$ cat src/fwp_pkg.sv
package fwp_pkg;

  // Command opcodes seen on the serial link.
  localparam logic [7:0] CMD_WR_ENABLE      = 8'h06;
  localparam logic [7:0] CMD_WR_DISABLE     = 8'h04;
  localparam logic [7:0] CMD_STATUS_WRITE   = 8'h01;
  localparam logic [7:0] CMD_SPECIAL_WRITE  = 8'h42;
  localparam logic [7:0] CMD_ANY_REG_WRITE  = 8'h71;
  localparam logic [7:0] CMD_SERIAL_WRITE   = 8'hc2;
  localparam logic [7:0] CMD_MEM_WRITE      = 8'h02;
  localparam logic [7:0] CMD_STATUS1_READ   = 8'h05;
  localparam logic [7:0] CMD_STATUS2_READ   = 8'h07;
  localparam logic [7:0] CMD_ANY_REG_READ   = 8'h65;
  localparam logic [7:0] CMD_CRC_CALC       = 8'h5b;
  localparam logic [7:0] CMD_CRC_SUSPEND    = 8'h75;
  localparam logic [7:0] CMD_CRC_RESUME     = 8'h7a;
  localparam logic [7:0] CMD_RESET_ENABLE   = 8'h66;
  localparam logic [7:0] CMD_RESET          = 8'h99;

  // Register addresses used by the any-register commands.
  localparam logic [23:0] ADDR_STATUS1_NV   = 24'h000000;
  localparam logic [23:0] ADDR_STATUS1_V    = 24'h070000;
  localparam logic [23:0] ADDR_STATUS2_NV   = 24'h000001;
  localparam logic [23:0] ADDR_STATUS2_V    = 24'h070001;

  // Field layout, masks and reset values.
  localparam int          POS_CRC_SUSPENDED = 4;
  localparam int          POS_CRC_ABORTED   = 3;
  localparam logic [7:0]  STATUS1_WR_MASK   = 8'hbc;
  localparam logic [7:0]  STATUS1_RESET     = 8'h00;
  localparam logic [7:0]  STATUS2_RESET     = 8'h00;

  // Array geometry and command framing.
  localparam int          ARRAY_AW          = 19;
  localparam logic [4:0]  PROT_BASE_LOG     = 5'h0c;
  localparam logic [2:0]  ADDR_BYTES        = 3'h3;
  localparam logic [2:0]  CRC_ADDR_BYTES    = 3'h6;
  localparam logic [2:0]  LAST_BIT          = 3'h7;
  localparam logic [24:0] CRC_MIN_SPAN      = 25'h0000003;

  typedef struct packed {
    logic       register_write_lock;
    logic       reserved;
    logic       protect_from_bottom;
    logic [2:0] block_protect;
    logic       write_enable_latch;
    logic       busy_flag;
  } fwp_status_one_t;

  typedef struct packed {
    logic                en;
    logic [ARRAY_AW-1:0] addr;
    logic [7:0]          data;
  } fwp_mem_wr_t;

  typedef struct packed {
    logic        start;
    logic [23:0] start_address;
    logic [23:0] end_address;
  } fwp_crc_req_t;

endpackage

$ cat src/fwp_sync3.sv
`timescale 1ns/100ps
module fwp_sync3 #(
  parameter int           W   = 1,
  parameter logic [W-1:0] RST = '0
) (
  // Clock and reset.
  input  wire logic         clk_in,
  input  wire logic         nrst_in,
  // Raw inputs from outside the clock domain.
  input  wire logic [W-1:0] async_in,
  // Filtered level and one-cycle edge pulses.
  output logic [W-1:0]      level_out,
  output logic [W-1:0]      rise_out,
  output logic [W-1:0]      fall_out
);

  logic [W-1:0] s1_q, s2_q, s3_q, lvl_q, rise_q, fall_q;
  logic [W-1:0] lvl_d;

  // A bit changes only once the second and third stages agree.
  always_comb begin
    lvl_d = (~(s2_q ^ s3_q) & s3_q) | ((s2_q ^ s3_q) & lvl_q);
  end

  // Three stages, the filtered level and its edges.
  always_ff @(posedge clk_in or negedge nrst_in) begin
    if (!nrst_in) begin
      s1_q   <= RST;
      s2_q   <= RST;
      s3_q   <= RST;
      lvl_q  <= RST;
      rise_q <= '0;
      fall_q <= '0;
    end else begin
      s1_q   <= async_in;
      s2_q   <= s1_q;
      s3_q   <= s2_q;
      lvl_q  <= lvl_d;
      rise_q <= lvl_d & ~lvl_q;
      fall_q <= ~lvl_d & lvl_q;
    end
  end

  assign level_out = lvl_q;
  assign rise_out  = rise_q;
  assign fall_out  = fall_q;

endmodule

$ cat src/fwp_prot_dec.sv
`timescale 1ns/100ps
module fwp_prot_dec
  import fwp_pkg::*;
(
  // Protection settings.
  input  wire logic [2:0]          block_protect_in,
  input  wire logic                protect_from_bottom_in,
  // Address under test.
  input  wire logic [ARRAY_AW-1:0] addr_in,
  output logic                     protected_out
);

  logic [ARRAY_AW-1:0] hi_mask;
  logic [ARRAY_AW-1:0] masked;

  // For codes 1-7 the protected span is 2 to the power (base + code); code 7 spans the array, code 0 protects nothing.
  always_comb begin
    hi_mask = {ARRAY_AW{1'b1}} << (PROT_BASE_LOG + {2'h0, block_protect_in});
    masked  = addr_in & hi_mask;
    if (block_protect_in == 3'h0) begin
      protected_out = 1'b0;
    end else if (protect_from_bottom_in) begin
      protected_out = (masked == '0);
    end else begin
      protected_out = (masked == hi_mask);
    end
  end

endmodule

$ cat src/fwp_core.sv
`timescale 1ns/100ps
// Functional notes
// Select 0: codes 1-6 protect top 1/64..1/2 of array, code 7 everything.
// Select 1: codes 1-6 protect bottom 1/64..1/2, code 7 all, 0 none.
// Memory writes inside the protected range are refused, locations unchanged.
// Array and register writes need the write enable latch at 1.
// Only the write enable command sets the latch.
// Disable, status, special, any-register, serial writes clear latch at chip-select rise.
// Memory array writes leave the latch set.
// Latch clears on power-on and every other reset.
// Registers locked only when lock bit is 1 and protect pin low.
// Lock covers writable bits only; read-only and reserved bits excluded.
// Busy flag is 1 only while a CRC calculation runs.
// While busy only status reads, CRC suspend and reset sequence are accepted.
// Host must not poll busy flag during power-up or reset.
// Busy flag clears on every reset.
// Second status register is read-only, read by its opcode or any-register read.
// CRC suspend during a calculation sets the suspended flag, bit 4.
// CRC resume clears the suspended flag.
// Suspended flag clears on power-on, hardware and software reset.
// CRC command aborts and sets bit 3 when end below start plus 3.
// Abort flag clears on a successful CRC start and on all resets.
// Status reads return the volatile copy.
// Power-up or hardware reset copies nonvolatile settings into the volatile copy.
// Reserved bits of the second status register read as 0.
module fwp_core
  import fwp_pkg::*;
(
  // Clock and reset.
  input  wire logic        clk_sys_in,
  input  wire logic        nrst_in,
  // Serial link pins.
  input  wire logic        spi_sck_in,
  input  wire logic        spi_cs_n_in,
  input  wire logic        spi_si_in,
  input  wire logic        write_protect_n_in,
  output logic             spi_so_out,
  output logic             spi_so_oe_n_out,
  // Nonvolatile copy of the first status register.
  input  wire logic [7:0]  nv_status_one_in,
  output logic             nv_status_one_wr_out,
  output logic [7:0]       nv_status_one_data_out,
  // Array write port.
  output fwp_mem_wr_t      mem_wr_out,
  // CRC engine handshake.
  output fwp_crc_req_t     crc_req_out,
  output logic             crc_suspend_out,
  input  wire logic        crc_done_in,
  // Volatile status for observation.
  output logic [7:0]       status_one_out,
  output logic [7:0]       status_two_out
);

  typedef enum logic [1:0] {ST_OPCODE, ST_ADDR, ST_DATA, ST_SKIP} fwp_state_t;

  ////////////////////////////////////////////////////////////////////////////////

  // Sync outputs; bit order is write protect, data in, chip select, clock.
  logic [3:0] pin_lvl, pin_rise, pin_fall;
  logic       sck_rise, sck_fall, cs_lvl, cs_rise, si_lvl, wp_lvl;
  logic       addr_prot;

  fwp_state_t      st_q, st_d;
  logic [2:0]      bit_q, bit_d, byte_q, byte_d;
  logic [7:0]      shift_q, shift_d, op_q, op_d, data_q, data_d, tx_q, tx_d;
  logic [47:0]     addr_q, addr_d;
  logic            seen_q, seen_d, rd_q, rd_d, so_q, so_d, oe_n_q, oe_n_d;
  logic            load_q, load_d, armed_q, armed_d, nvwr_q, nvwr_d;
  logic [7:0]      nvdata_q, nvdata_d, sr2_q, sr2_d;
  fwp_status_one_t sr1_q, sr1_d;
  fwp_mem_wr_t     mem_q, mem_d;
  fwp_crc_req_t    crc_q, crc_d;
  logic [7:0]      nbit;
  logic [47:0]     naddr;
  logic [2:0]      need;
  logic            reg_wr_ok;

  // Pins from outside pass the three-stage filter; chip select idles high.
  fwp_sync3 #(
    .W   (4),
    .RST (4'h2)
  ) u_sync (
    .clk_in    (clk_sys_in),
    .nrst_in   (nrst_in),
    .async_in  ({write_protect_n_in, spi_si_in, spi_cs_n_in, spi_sck_in}),
    .level_out (pin_lvl),
    .rise_out  (pin_rise),
    .fall_out  (pin_fall)
  );

  assign sck_rise = pin_rise[0];
  assign sck_fall = pin_fall[0];
  assign cs_lvl   = pin_lvl[1];
  assign cs_rise  = pin_rise[1];
  assign si_lvl   = pin_lvl[2];
  assign wp_lvl   = pin_lvl[3];

  // Range check on the address of the current array write byte.
  fwp_prot_dec u_prot (
    .block_protect_in       (sr1_q.block_protect),
    .protect_from_bottom_in (sr1_q.protect_from_bottom),
    .addr_in                (addr_q[ARRAY_AW-1:0]),
    .protected_out          (addr_prot)
  );

  ////////////////////////////////////////////////////////////////////////////////

  // Loads only the writable bits; read-only and reserved bits keep their value.
  function automatic fwp_status_one_t merge_one(input fwp_status_one_t cur,
                                                input logic [7:0] val);
    merge_one = fwp_status_one_t'((cur & ~STATUS1_WR_MASK) | (val & STATUS1_WR_MASK));
  endfunction

  // True for either address of the second status register.
  function automatic logic is_status_two(input logic [23:0] a);
    is_status_two = (a == ADDR_STATUS2_NV) || (a == ADDR_STATUS2_V);
  endfunction

  // True for any status register address.
  function automatic logic is_status(input logic [23:0] a);
    is_status = is_status_two(a) || (a == ADDR_STATUS1_NV) || (a == ADDR_STATUS1_V);
  endfunction

  // Opcodes that may start while a calculation is running.
  function automatic logic busy_ok(input logic [7:0] op);
    busy_ok = (op == CMD_STATUS1_READ) || (op == CMD_STATUS2_READ) ||
              (op == CMD_ANY_REG_READ) || (op == CMD_CRC_SUSPEND) ||
              (op == CMD_RESET_ENABLE) || (op == CMD_RESET);
  endfunction

  ////////////////////////////////////////////////////////////////////////////////

  // Register writes need the latch and no lock from the lock bit with the pin low.
  assign reg_wr_ok = sr1_q.write_enable_latch &&
                     !(sr1_q.register_write_lock && !wp_lvl);

  // Command decoder, status registers and output shifting.
  always_comb begin
    st_d         = st_q;
    bit_d        = bit_q;
    byte_d       = byte_q;
    shift_d      = shift_q;
    op_d         = op_q;
    addr_d       = addr_q;
    data_d       = data_q;
    seen_d       = seen_q;
    rd_d         = rd_q;
    tx_d         = tx_q;
    so_d         = so_q;
    oe_n_d       = oe_n_q;
    sr1_d        = sr1_q;
    sr2_d        = sr2_q;
    load_d       = 1'b0;
    armed_d      = armed_q;
    nvwr_d       = 1'b0;
    nvdata_d     = nvdata_q;
    mem_d        = mem_q;
    mem_d.en     = 1'b0;
    crc_d        = crc_q;
    crc_d.start  = 1'b0;
    nbit         = {shift_q[6:0], si_lvl};
    naddr        = {addr_q[39:0], nbit};
    need         = (op_q == CMD_CRC_CALC) ? CRC_ADDR_BYTES : ADDR_BYTES;

    // First cycle after hardware reset takes the nonvolatile settings.
    if (load_q) begin
      sr1_d = merge_one(sr1_q, nv_status_one_in);
    end

    // Busy ends when the engine reports completion.
    if (crc_done_in && sr1_q.busy_flag) begin
      sr1_d.busy_flag = 1'b0;
    end

    // Input bits are taken on clock rises while selected.
    if (!cs_lvl && sck_rise) begin
      shift_d = nbit;
      bit_d   = bit_q + 3'h1;
      if (bit_q == LAST_BIT) begin
        case (st_q)
          ST_OPCODE: begin
            op_d   = nbit;
            byte_d = 3'h0;
            if (sr1_q.busy_flag && !busy_ok(nbit)) begin
              st_d = ST_SKIP;
            end else if (nbit == CMD_STATUS1_READ) begin
              tx_d = sr1_q;
              rd_d = 1'b1;
              st_d = ST_DATA;
            end else if (nbit == CMD_STATUS2_READ) begin
              tx_d = sr2_q;
              rd_d = 1'b1;
              st_d = ST_DATA;
            end else if ((nbit == CMD_MEM_WRITE) || (nbit == CMD_ANY_REG_READ) ||
                         (nbit == CMD_ANY_REG_WRITE) || (nbit == CMD_CRC_CALC)) begin
              st_d = ST_ADDR;
            end else begin
              st_d = ST_DATA;
            end
          end
          ST_ADDR: begin
            addr_d = naddr;
            byte_d = byte_q + 3'h1;
            if (byte_q == need - 3'h1) begin
              st_d = ST_DATA;
              if (op_q == CMD_ANY_REG_READ) begin
                rd_d = 1'b1;
                if (sr1_q.busy_flag && !is_status(naddr[23:0])) begin
                  st_d = ST_SKIP;
                  rd_d = 1'b0;
                end else if (is_status_two(naddr[23:0])) begin
                  tx_d = sr2_q;
                end else if (is_status(naddr[23:0])) begin
                  tx_d = sr1_q;
                end else begin
                  tx_d = 8'h00;
                end
              end
            end
          end
          ST_DATA: begin
            data_d = nbit;
            seen_d = 1'b1;
            // Reads repeat the same register on every following byte.
            if (op_q == CMD_STATUS1_READ) begin
              tx_d = sr1_q;
            end else if (op_q == CMD_STATUS2_READ) begin
              tx_d = sr2_q;
            end else if (op_q == CMD_ANY_REG_READ) begin
              tx_d = is_status_two(addr_q[23:0]) ? sr2_q :
                     is_status(addr_q[23:0]) ? sr1_q : 8'h00;
            end else if (op_q == CMD_MEM_WRITE) begin
              // Unwritable bytes are dropped; the address still advances.
              if (sr1_q.write_enable_latch && !addr_prot) begin
                mem_d.en   = 1'b1;
                mem_d.addr = addr_q[ARRAY_AW-1:0];
                mem_d.data = nbit;
              end
              addr_d[ARRAY_AW-1:0] = addr_q[ARRAY_AW-1:0] + {{(ARRAY_AW-1){1'b0}}, 1'b1};
            end
          end
          ST_SKIP: begin
            st_d = ST_SKIP;
          end
          default: begin
            st_d = ST_SKIP;
          end
        endcase
      end
    end

    // Read data moves out on clock falls.
    if (!cs_lvl && sck_fall) begin
      so_d   = tx_q[7];
      tx_d   = {tx_q[6:0], 1'b0};
      oe_n_d = ~rd_q;
    end

    // Deselect ends the command; whole-byte commands take effect here.
    if (cs_rise) begin
      armed_d = 1'b0;
      if ((st_q != ST_OPCODE) && (st_q != ST_SKIP) && (bit_q == 3'h0)) begin
        case (op_q)
          CMD_WR_ENABLE: begin
            sr1_d.write_enable_latch = 1'b1;
          end
          CMD_WR_DISABLE, CMD_SPECIAL_WRITE, CMD_SERIAL_WRITE: begin
            sr1_d.write_enable_latch = 1'b0;
          end
          CMD_STATUS_WRITE: begin
            if (seen_q && reg_wr_ok) begin
              sr1_d    = merge_one(sr1_q, data_q);
              nvwr_d   = 1'b1;
              nvdata_d = data_q & STATUS1_WR_MASK;
            end
            sr1_d.write_enable_latch = 1'b0;
          end
          CMD_ANY_REG_WRITE: begin
            if ((st_q == ST_DATA) && seen_q && reg_wr_ok) begin
              if (addr_q[23:0] == ADDR_STATUS1_NV) begin
                sr1_d    = merge_one(sr1_q, data_q);
                nvwr_d   = 1'b1;
                nvdata_d = data_q & STATUS1_WR_MASK;
              end else if (addr_q[23:0] == ADDR_STATUS1_V) begin
                sr1_d = merge_one(sr1_q, data_q);
              end
            end
            sr1_d.write_enable_latch = 1'b0;
          end
          CMD_MEM_WRITE: begin
            sr1_d.write_enable_latch = sr1_q.write_enable_latch;
          end
          CMD_CRC_CALC: begin
            if ({1'b0, addr_q[23:0]} < ({1'b0, addr_q[47:24]} + CRC_MIN_SPAN)) begin
              sr2_d[POS_CRC_ABORTED] = 1'b1;
            end else begin
              sr2_d[POS_CRC_ABORTED] = 1'b0;
              crc_d.start            = 1'b1;
              crc_d.start_address    = addr_q[47:24];
              crc_d.end_address      = addr_q[23:0];
              sr1_d.busy_flag        = 1'b1;
            end
          end
          CMD_CRC_SUSPEND: begin
            if (sr1_q.busy_flag) begin
              sr2_d[POS_CRC_SUSPENDED] = 1'b1;
              sr1_d.busy_flag          = 1'b0;
            end
          end
          CMD_CRC_RESUME: begin
            if (sr2_q[POS_CRC_SUSPENDED]) begin
              sr2_d[POS_CRC_SUSPENDED] = 1'b0;
              sr1_d.busy_flag          = 1'b1;
            end
          end
          CMD_RESET_ENABLE: begin
            armed_d = 1'b1;
          end
          CMD_RESET: begin
            // Software reset clears the volatile flags; protection settings stay.
            if (armed_q) begin
              sr1_d.write_enable_latch = 1'b0;
              sr1_d.busy_flag          = 1'b0;
              sr2_d                    = STATUS2_RESET;
            end
          end
          default: begin
            armed_d = 1'b0;
          end
        endcase
      end
      st_d   = ST_OPCODE;
      bit_d  = 3'h0;
      byte_d = 3'h0;
      seen_d = 1'b0;
      rd_d   = 1'b0;
      so_d   = 1'b0;
      oe_n_d = 1'b1;
    end
    sr2_d = sr2_d & ((8'h01 << POS_CRC_SUSPENDED) | (8'h01 << POS_CRC_ABORTED));
  end

  // State registers; all volatile flags return to zero on hardware reset.
  always_ff @(posedge clk_sys_in or negedge nrst_in) begin
    if (!nrst_in) begin
      st_q     <= ST_OPCODE;
      bit_q    <= 3'h0;
      byte_q   <= 3'h0;
      shift_q  <= 8'h00;
      op_q     <= 8'h00;
      addr_q   <= '0;
      data_q   <= 8'h00;
      seen_q   <= 1'b0;
      rd_q     <= 1'b0;
      tx_q     <= 8'h00;
      so_q     <= 1'b0;
      oe_n_q   <= 1'b1;
      sr1_q    <= fwp_status_one_t'(STATUS1_RESET);
      sr2_q    <= STATUS2_RESET;
      load_q   <= 1'b1;
      armed_q  <= 1'b0;
      nvwr_q   <= 1'b0;
      nvdata_q <= 8'h00;
      mem_q    <= '0;
      crc_q    <= '0;
    end else begin
      st_q     <= st_d;
      bit_q    <= bit_d;
      byte_q   <= byte_d;
      shift_q  <= shift_d;
      op_q     <= op_d;
      addr_q   <= addr_d;
      data_q   <= data_d;
      seen_q   <= seen_d;
      rd_q     <= rd_d;
      tx_q     <= tx_d;
      so_q     <= so_d;
      oe_n_q   <= oe_n_d;
      sr1_q    <= sr1_d;
      sr2_q    <= sr2_d;
      load_q   <= load_d;
      armed_q  <= armed_d;
      nvwr_q   <= nvwr_d;
      nvdata_q <= nvdata_d;
      mem_q    <= mem_d;
      crc_q    <= crc_d;
    end
  end

  ////////////////////////////////////////////////////////////////////////////////

  // Outputs straight from flip-flops.
  assign spi_so_out             = so_q;
  assign spi_so_oe_n_out        = oe_n_q;
  assign nv_status_one_wr_out   = nvwr_q;
  assign nv_status_one_data_out = nvdata_q;
  assign mem_wr_out             = mem_q;
  assign crc_req_out            = crc_q;
  assign crc_suspend_out        = sr2_q[POS_CRC_SUSPENDED];
  assign status_one_out         = sr1_q;
  assign status_two_out         = sr2_q;

endmodule

$ cat config.mk
export PLATFORM = sky130hd
export DESIGN_NAME = fwp_core
export DESIGN_NICKNAME = d
export VERILOG_FILES = /design/src/fwp_pkg.sv /design/src/fwp_sync3.sv /design/src/fwp_prot_dec.sv /design/src/fwp_core.sv
export SDC_FILE = /design/constraint.sdc
export NUM_CORES = 1
export LEC_CHECK = 0
export ABC_AREA = 0
export BUFFER_PORTS_ARGS = -buffer_cell sky130_fd_sc_hd__buf_2
export CAP_MARGIN = 5
export CORE_MARGIN = 10
export CORE_UTILIZATION = 55
export CTS_CLUSTER_SIZE = 28
export DETAILED_ROUTE_END_ITERATION = 8
export GPL_TIMING_DRIVEN = 0
export PLACE_DENSITY_LB_ADDON = 0.15
export SYNTH_ARGS = -nofsm -noshare
export SYNTH_HDL_FRONTEND = slang
export SYNTH_SLANG_ARGS = --single-unit
$ cat constraint.sdc
create_clock -name clk_sys_in -period 6 [get_ports clk_sys_in]
set_input_delay 1.5 -clock clk_sys_in [delete_from_list [all_inputs] [get_ports clk_sys_in]]
set_output_delay 1.5 -clock clk_sys_in [all_outputs]
set_load 0.03 [all_outputs]
==> impl_metrics.env <==
export IMPL_status="complete, no violations"
export IMPL_synth_top_family_by_area="simple AND/OR/NAND/NOR gates"
export IMPL_antenna_found_initial=0
export IMPL_cts_max_level=1
export IMPL_synth_seq_area_share_pct=50.32
export IMPL_synth_edf_count=0
export IMPL_layout_nets=1144
export IMPL_clock_sinks=202
export IMPL_drive_gt1_share_pct=25.59
export IMPL_final_core_util_pct=65.24
export IMPL_ys_ff_latch=202
export IMPL_insertion_delay_ns=0.51
export IMPL_synth_compound_area_share_pct=9.501
export IMPL_timing_setup_tns_ns=0
export IMPL_rows=49
export IMPL_clkSlewWorstSetupHoldPaths_ns=0.06
export IMPL_die_area_um2=24100
export IMPL_worstSetupPathType="register to register"
export IMPL_clock_path_buffers=3
export IMPL_worst_ep_arrival_time_ns=5.23
export IMPL_synth_cell_types=69
export IMPL_fill_cells=1491
export IMPL_syn_to_final_growth_pct=16.48
export IMPL_slew_headroom_pct=42.32
export IMPL_synth_common_cells="dfrtp_1 (196), nand2_1 (126), mux2_2 (99)"
export IMPL_io_buffers=107
export IMPL_postCtsSetupRepairBufs=0
export IMPL_yosys_area_share_simple_pct=16.33
export IMPL_synth_most_common_cell="dfrtp_1"
export IMPL_synth_area_top_cells="dfrtp_1 (49%), mux2_2 (11%), nand2_1 (4.7%)"
export IMPL_synth_mux_area_share_pct=12.67
export IMPL_synthXorXnorAreaFrac_pct=2.350
export IMPL_drc_errors=0
export IMPL_grt_pass1_vias=7740
export IMPL_cts_tree="done"
export IMPL_fmax_mhz=206.4
export IMPL_cp_start_kind="register"
export IMPL_p_leak_uw=0.005897
export IMPL_cts_root_buf="clkbuf_16"
export IMPL_layout_min_cycle_time_ns=4.845
export IMPL_grt_usage_pct=21.28
export IMPL_place_congestion=0.9272
export IMPL_cts_hold_buf=0
export IMPL_hp_class="register to register"
export IMPL_drv_slew=0
export IMPL_synth_ff_type="dfrtp_1"
export IMPL_cellPowerDensity_nw_per_um2=261.3
export IMPL_die_w_um=155.3
export IMPL_critPathMaxFanout=10
export IMPL_yosys_area_top_type_share_pct=48.75
export IMPL_cts_buffers_inserted=22
export IMPL_core_area_um2=17960
export IMPL_overflow=0
export IMPL_min_period_over_period_pct=80.76
export IMPL_drtIter0Drc=629
export IMPL_async_flop_share_pct=100.0
export IMPL_syn_inst=952
export IMPL_worst_ep_required_time_ns=6.38
export IMPL_viasPerCell=5.811
export IMPL_postRouteAntennaNets=0
export IMPL_syn_area_per_cell_um2=10.57
export IMPL_routedWlPerCell_um=19.33
export IMPL_multi_input_area_um2=4626
export IMPL_register_area_um2=5062
export IMPL_yosysTopAreaCell="dfrtp_1"
export IMPL_worst_pin_slew_ns=0.8620
export IMPL_finalHoldViolations=0
export IMPL_synthAdderAreaFrac_pct=4.751
export IMPL_routed_wl_um=25890
export IMPL_antenna_cells=0
export IMPL_die_height_um=155.3
export IMPL_ios=120
export IMPL_syn_area_um2=10060
export IMPL_grt_pass1_wl_um=42000
export IMPL_firstDrtPassIters=5
export IMPL_yosys_warnings=0
export IMPL_finalClockSkew_ns=0.01602
export IMPL_peakVddDrop_uv=291.2
export IMPL_dp_hpwl_um=18760
export IMPL_vias=7781
export IMPL_maxCapViolCount=0
export IMPL_grt_max_degree=76
export IMPL_cts_resized=0
export IMPL_rsz0062_at_grt="no"
export IMPL_initial_core_util_pct=56.01
export IMPL_setup_viol=0
export IMPL_end_kind="register"
[kinds of logic after synthesis]
| kind of cell | count (synthesis) |
|---|---|
| DFF | 202 |
| xor gates and xnor gates | 27 |
| other | 1 |
| AOI/OAI and AO/OA | 150 |
| and+or+nand+nor | 327 |
| muxes | 115 |
| buffers and inverters | 91 |
| adders and majority gates | 39 |
[registers in the layout, indices dropped and copies added, names as in the netlist, 2 cells and up, named ones only]
register	flops
u_sync.s1_q	4
op_q	8
mem_wr_out	28
byte_q	3
crc_req_out	49
bit_q	3
tx_q	8
shift_q	7
u_sync.rise_out	2
data_q	5
st_q	2
status_one_out	8
u_sync.level_out	2
u_sync.s2_q	4
status_two_out	2
u_sync.s3_q	4
addr_q	48
nv_status_one_data_out	5
[where the power goes]
part / total (uW) / internal (uW) / switching (uW)
Sequential: 1430 / 1400 / 27.2
Combinational: 258 / 87.8 / 170
Clock: 1380 / 826 / 553
Total: 3060 / 2310 / 750
[stage by stage]
step	hold slack [ns]	std cells	total power [uW]	instance area, um^2	worst slack [ns]
2_1_floorplan	0.3312	961	1604	10090	2.342
3_3_place_gp	0.3344	1297	1698	10920	0.04902
3_5_place_dp	0.3365	1299	1711	10980	1.240
4_1_cts	0.3497	1339	3082	11720	1.191
5_1_grt	0.3631	1339	3162	11720	0.7236
6_report	0.3469	1339	3062	11720	1.155
[critical path, stage by stage, from the launching register on]
cell     delay [ns]
dfrtp_1        0.44
inv_1          0.13
ha_1           0.24
and3b_1        0.25
nand3_1        0.17
nor3_1         0.51
nand4_1        0.18
xor2_1         0.17
ha_1           0.29
nand4_1        0.14
nor4_1         0.37
a21oi_1        0.11
a21oi_1        0.44
nand3_1        0.39
buf_2          0.34
buf_2          0.23
mux2_2         0.29
[worst paths after layout]
path,startpoint,end,slack (ns),cells past startpoint
setup reg to reg,addr_q[24]$_DFFE_PN0P_,crc_req_out[46]$_DFFE_PN0P_,1.15,16
min in group asynchronous,nrst_in,u_sync.s1_q[3]$_DFF_PN0_,0.91,1
max in group asynchronous,nrst_in,mem_wr_out[10]$_DFFE_PN0P_,4.34,2
setup / recovery,addr_q[24]$_DFFE_PN0P_,crc_req_out[46]$_DFFE_PN0P_,1.15,16
hold / removal,u_sync.s1_q[2]$_DFF_PN0_,u_sync.s2_q[2]$_DFF_PN0_,0.35,0
hold reg to reg,u_sync.s1_q[2]$_DFF_PN0_,u_sync.s2_q[2]$_DFF_PN0_,0.35,0
[cell usage in the layout (no fill, tap or decap), drive strengths merged, types with 5 or more instances in the layout]
cell and count:
xnor2 11, mux2 99, a22oi 8, mux2i 16
o21ai 34, clkinv 5, xor2 16, conb 10
inv 24, nand3 24, nand4b 7, dfstp 6
or3 6, nor3b 7, o31ai 5, and4 6
nand2b 10, dfrtp 196, ha 35, nor4 8
clkbuf 75, nand4 16, a211oi 7, buf 133
a21oi 51, nor3 17, nand2 127, nor2 58
and3 13, nor2b 9
[routing by layer]
metal / routed length [um] / vias up / GRT usage, %
li1: - / 3655 / -
met1: 11140 / 3812 / 27.81
met2: 12470 / 254 / 35.26
met3: 1581 / 60 / 4.081
met4: 699 / 0 / 6.150
met5: 0 / - / 0
[area by class of cell]
| class | count | area share [%] |
|---|---|---|
| Tap cell | 229 | 2.445 |
| Timing Repair Buffer | 109 | 5.125 |
| Clock buffer | 31 | 5.424 |
| Sequential cell | 202 | 43.20 |
| Buffer | 68 | 2.733 |
| Multi-Input combinational cell | 668 | 39.47 |
| Inverter | 23 | 0.7367 |
| Clock inverter | 9 | 0.8648 |
(Power assumes the default switching activity.)
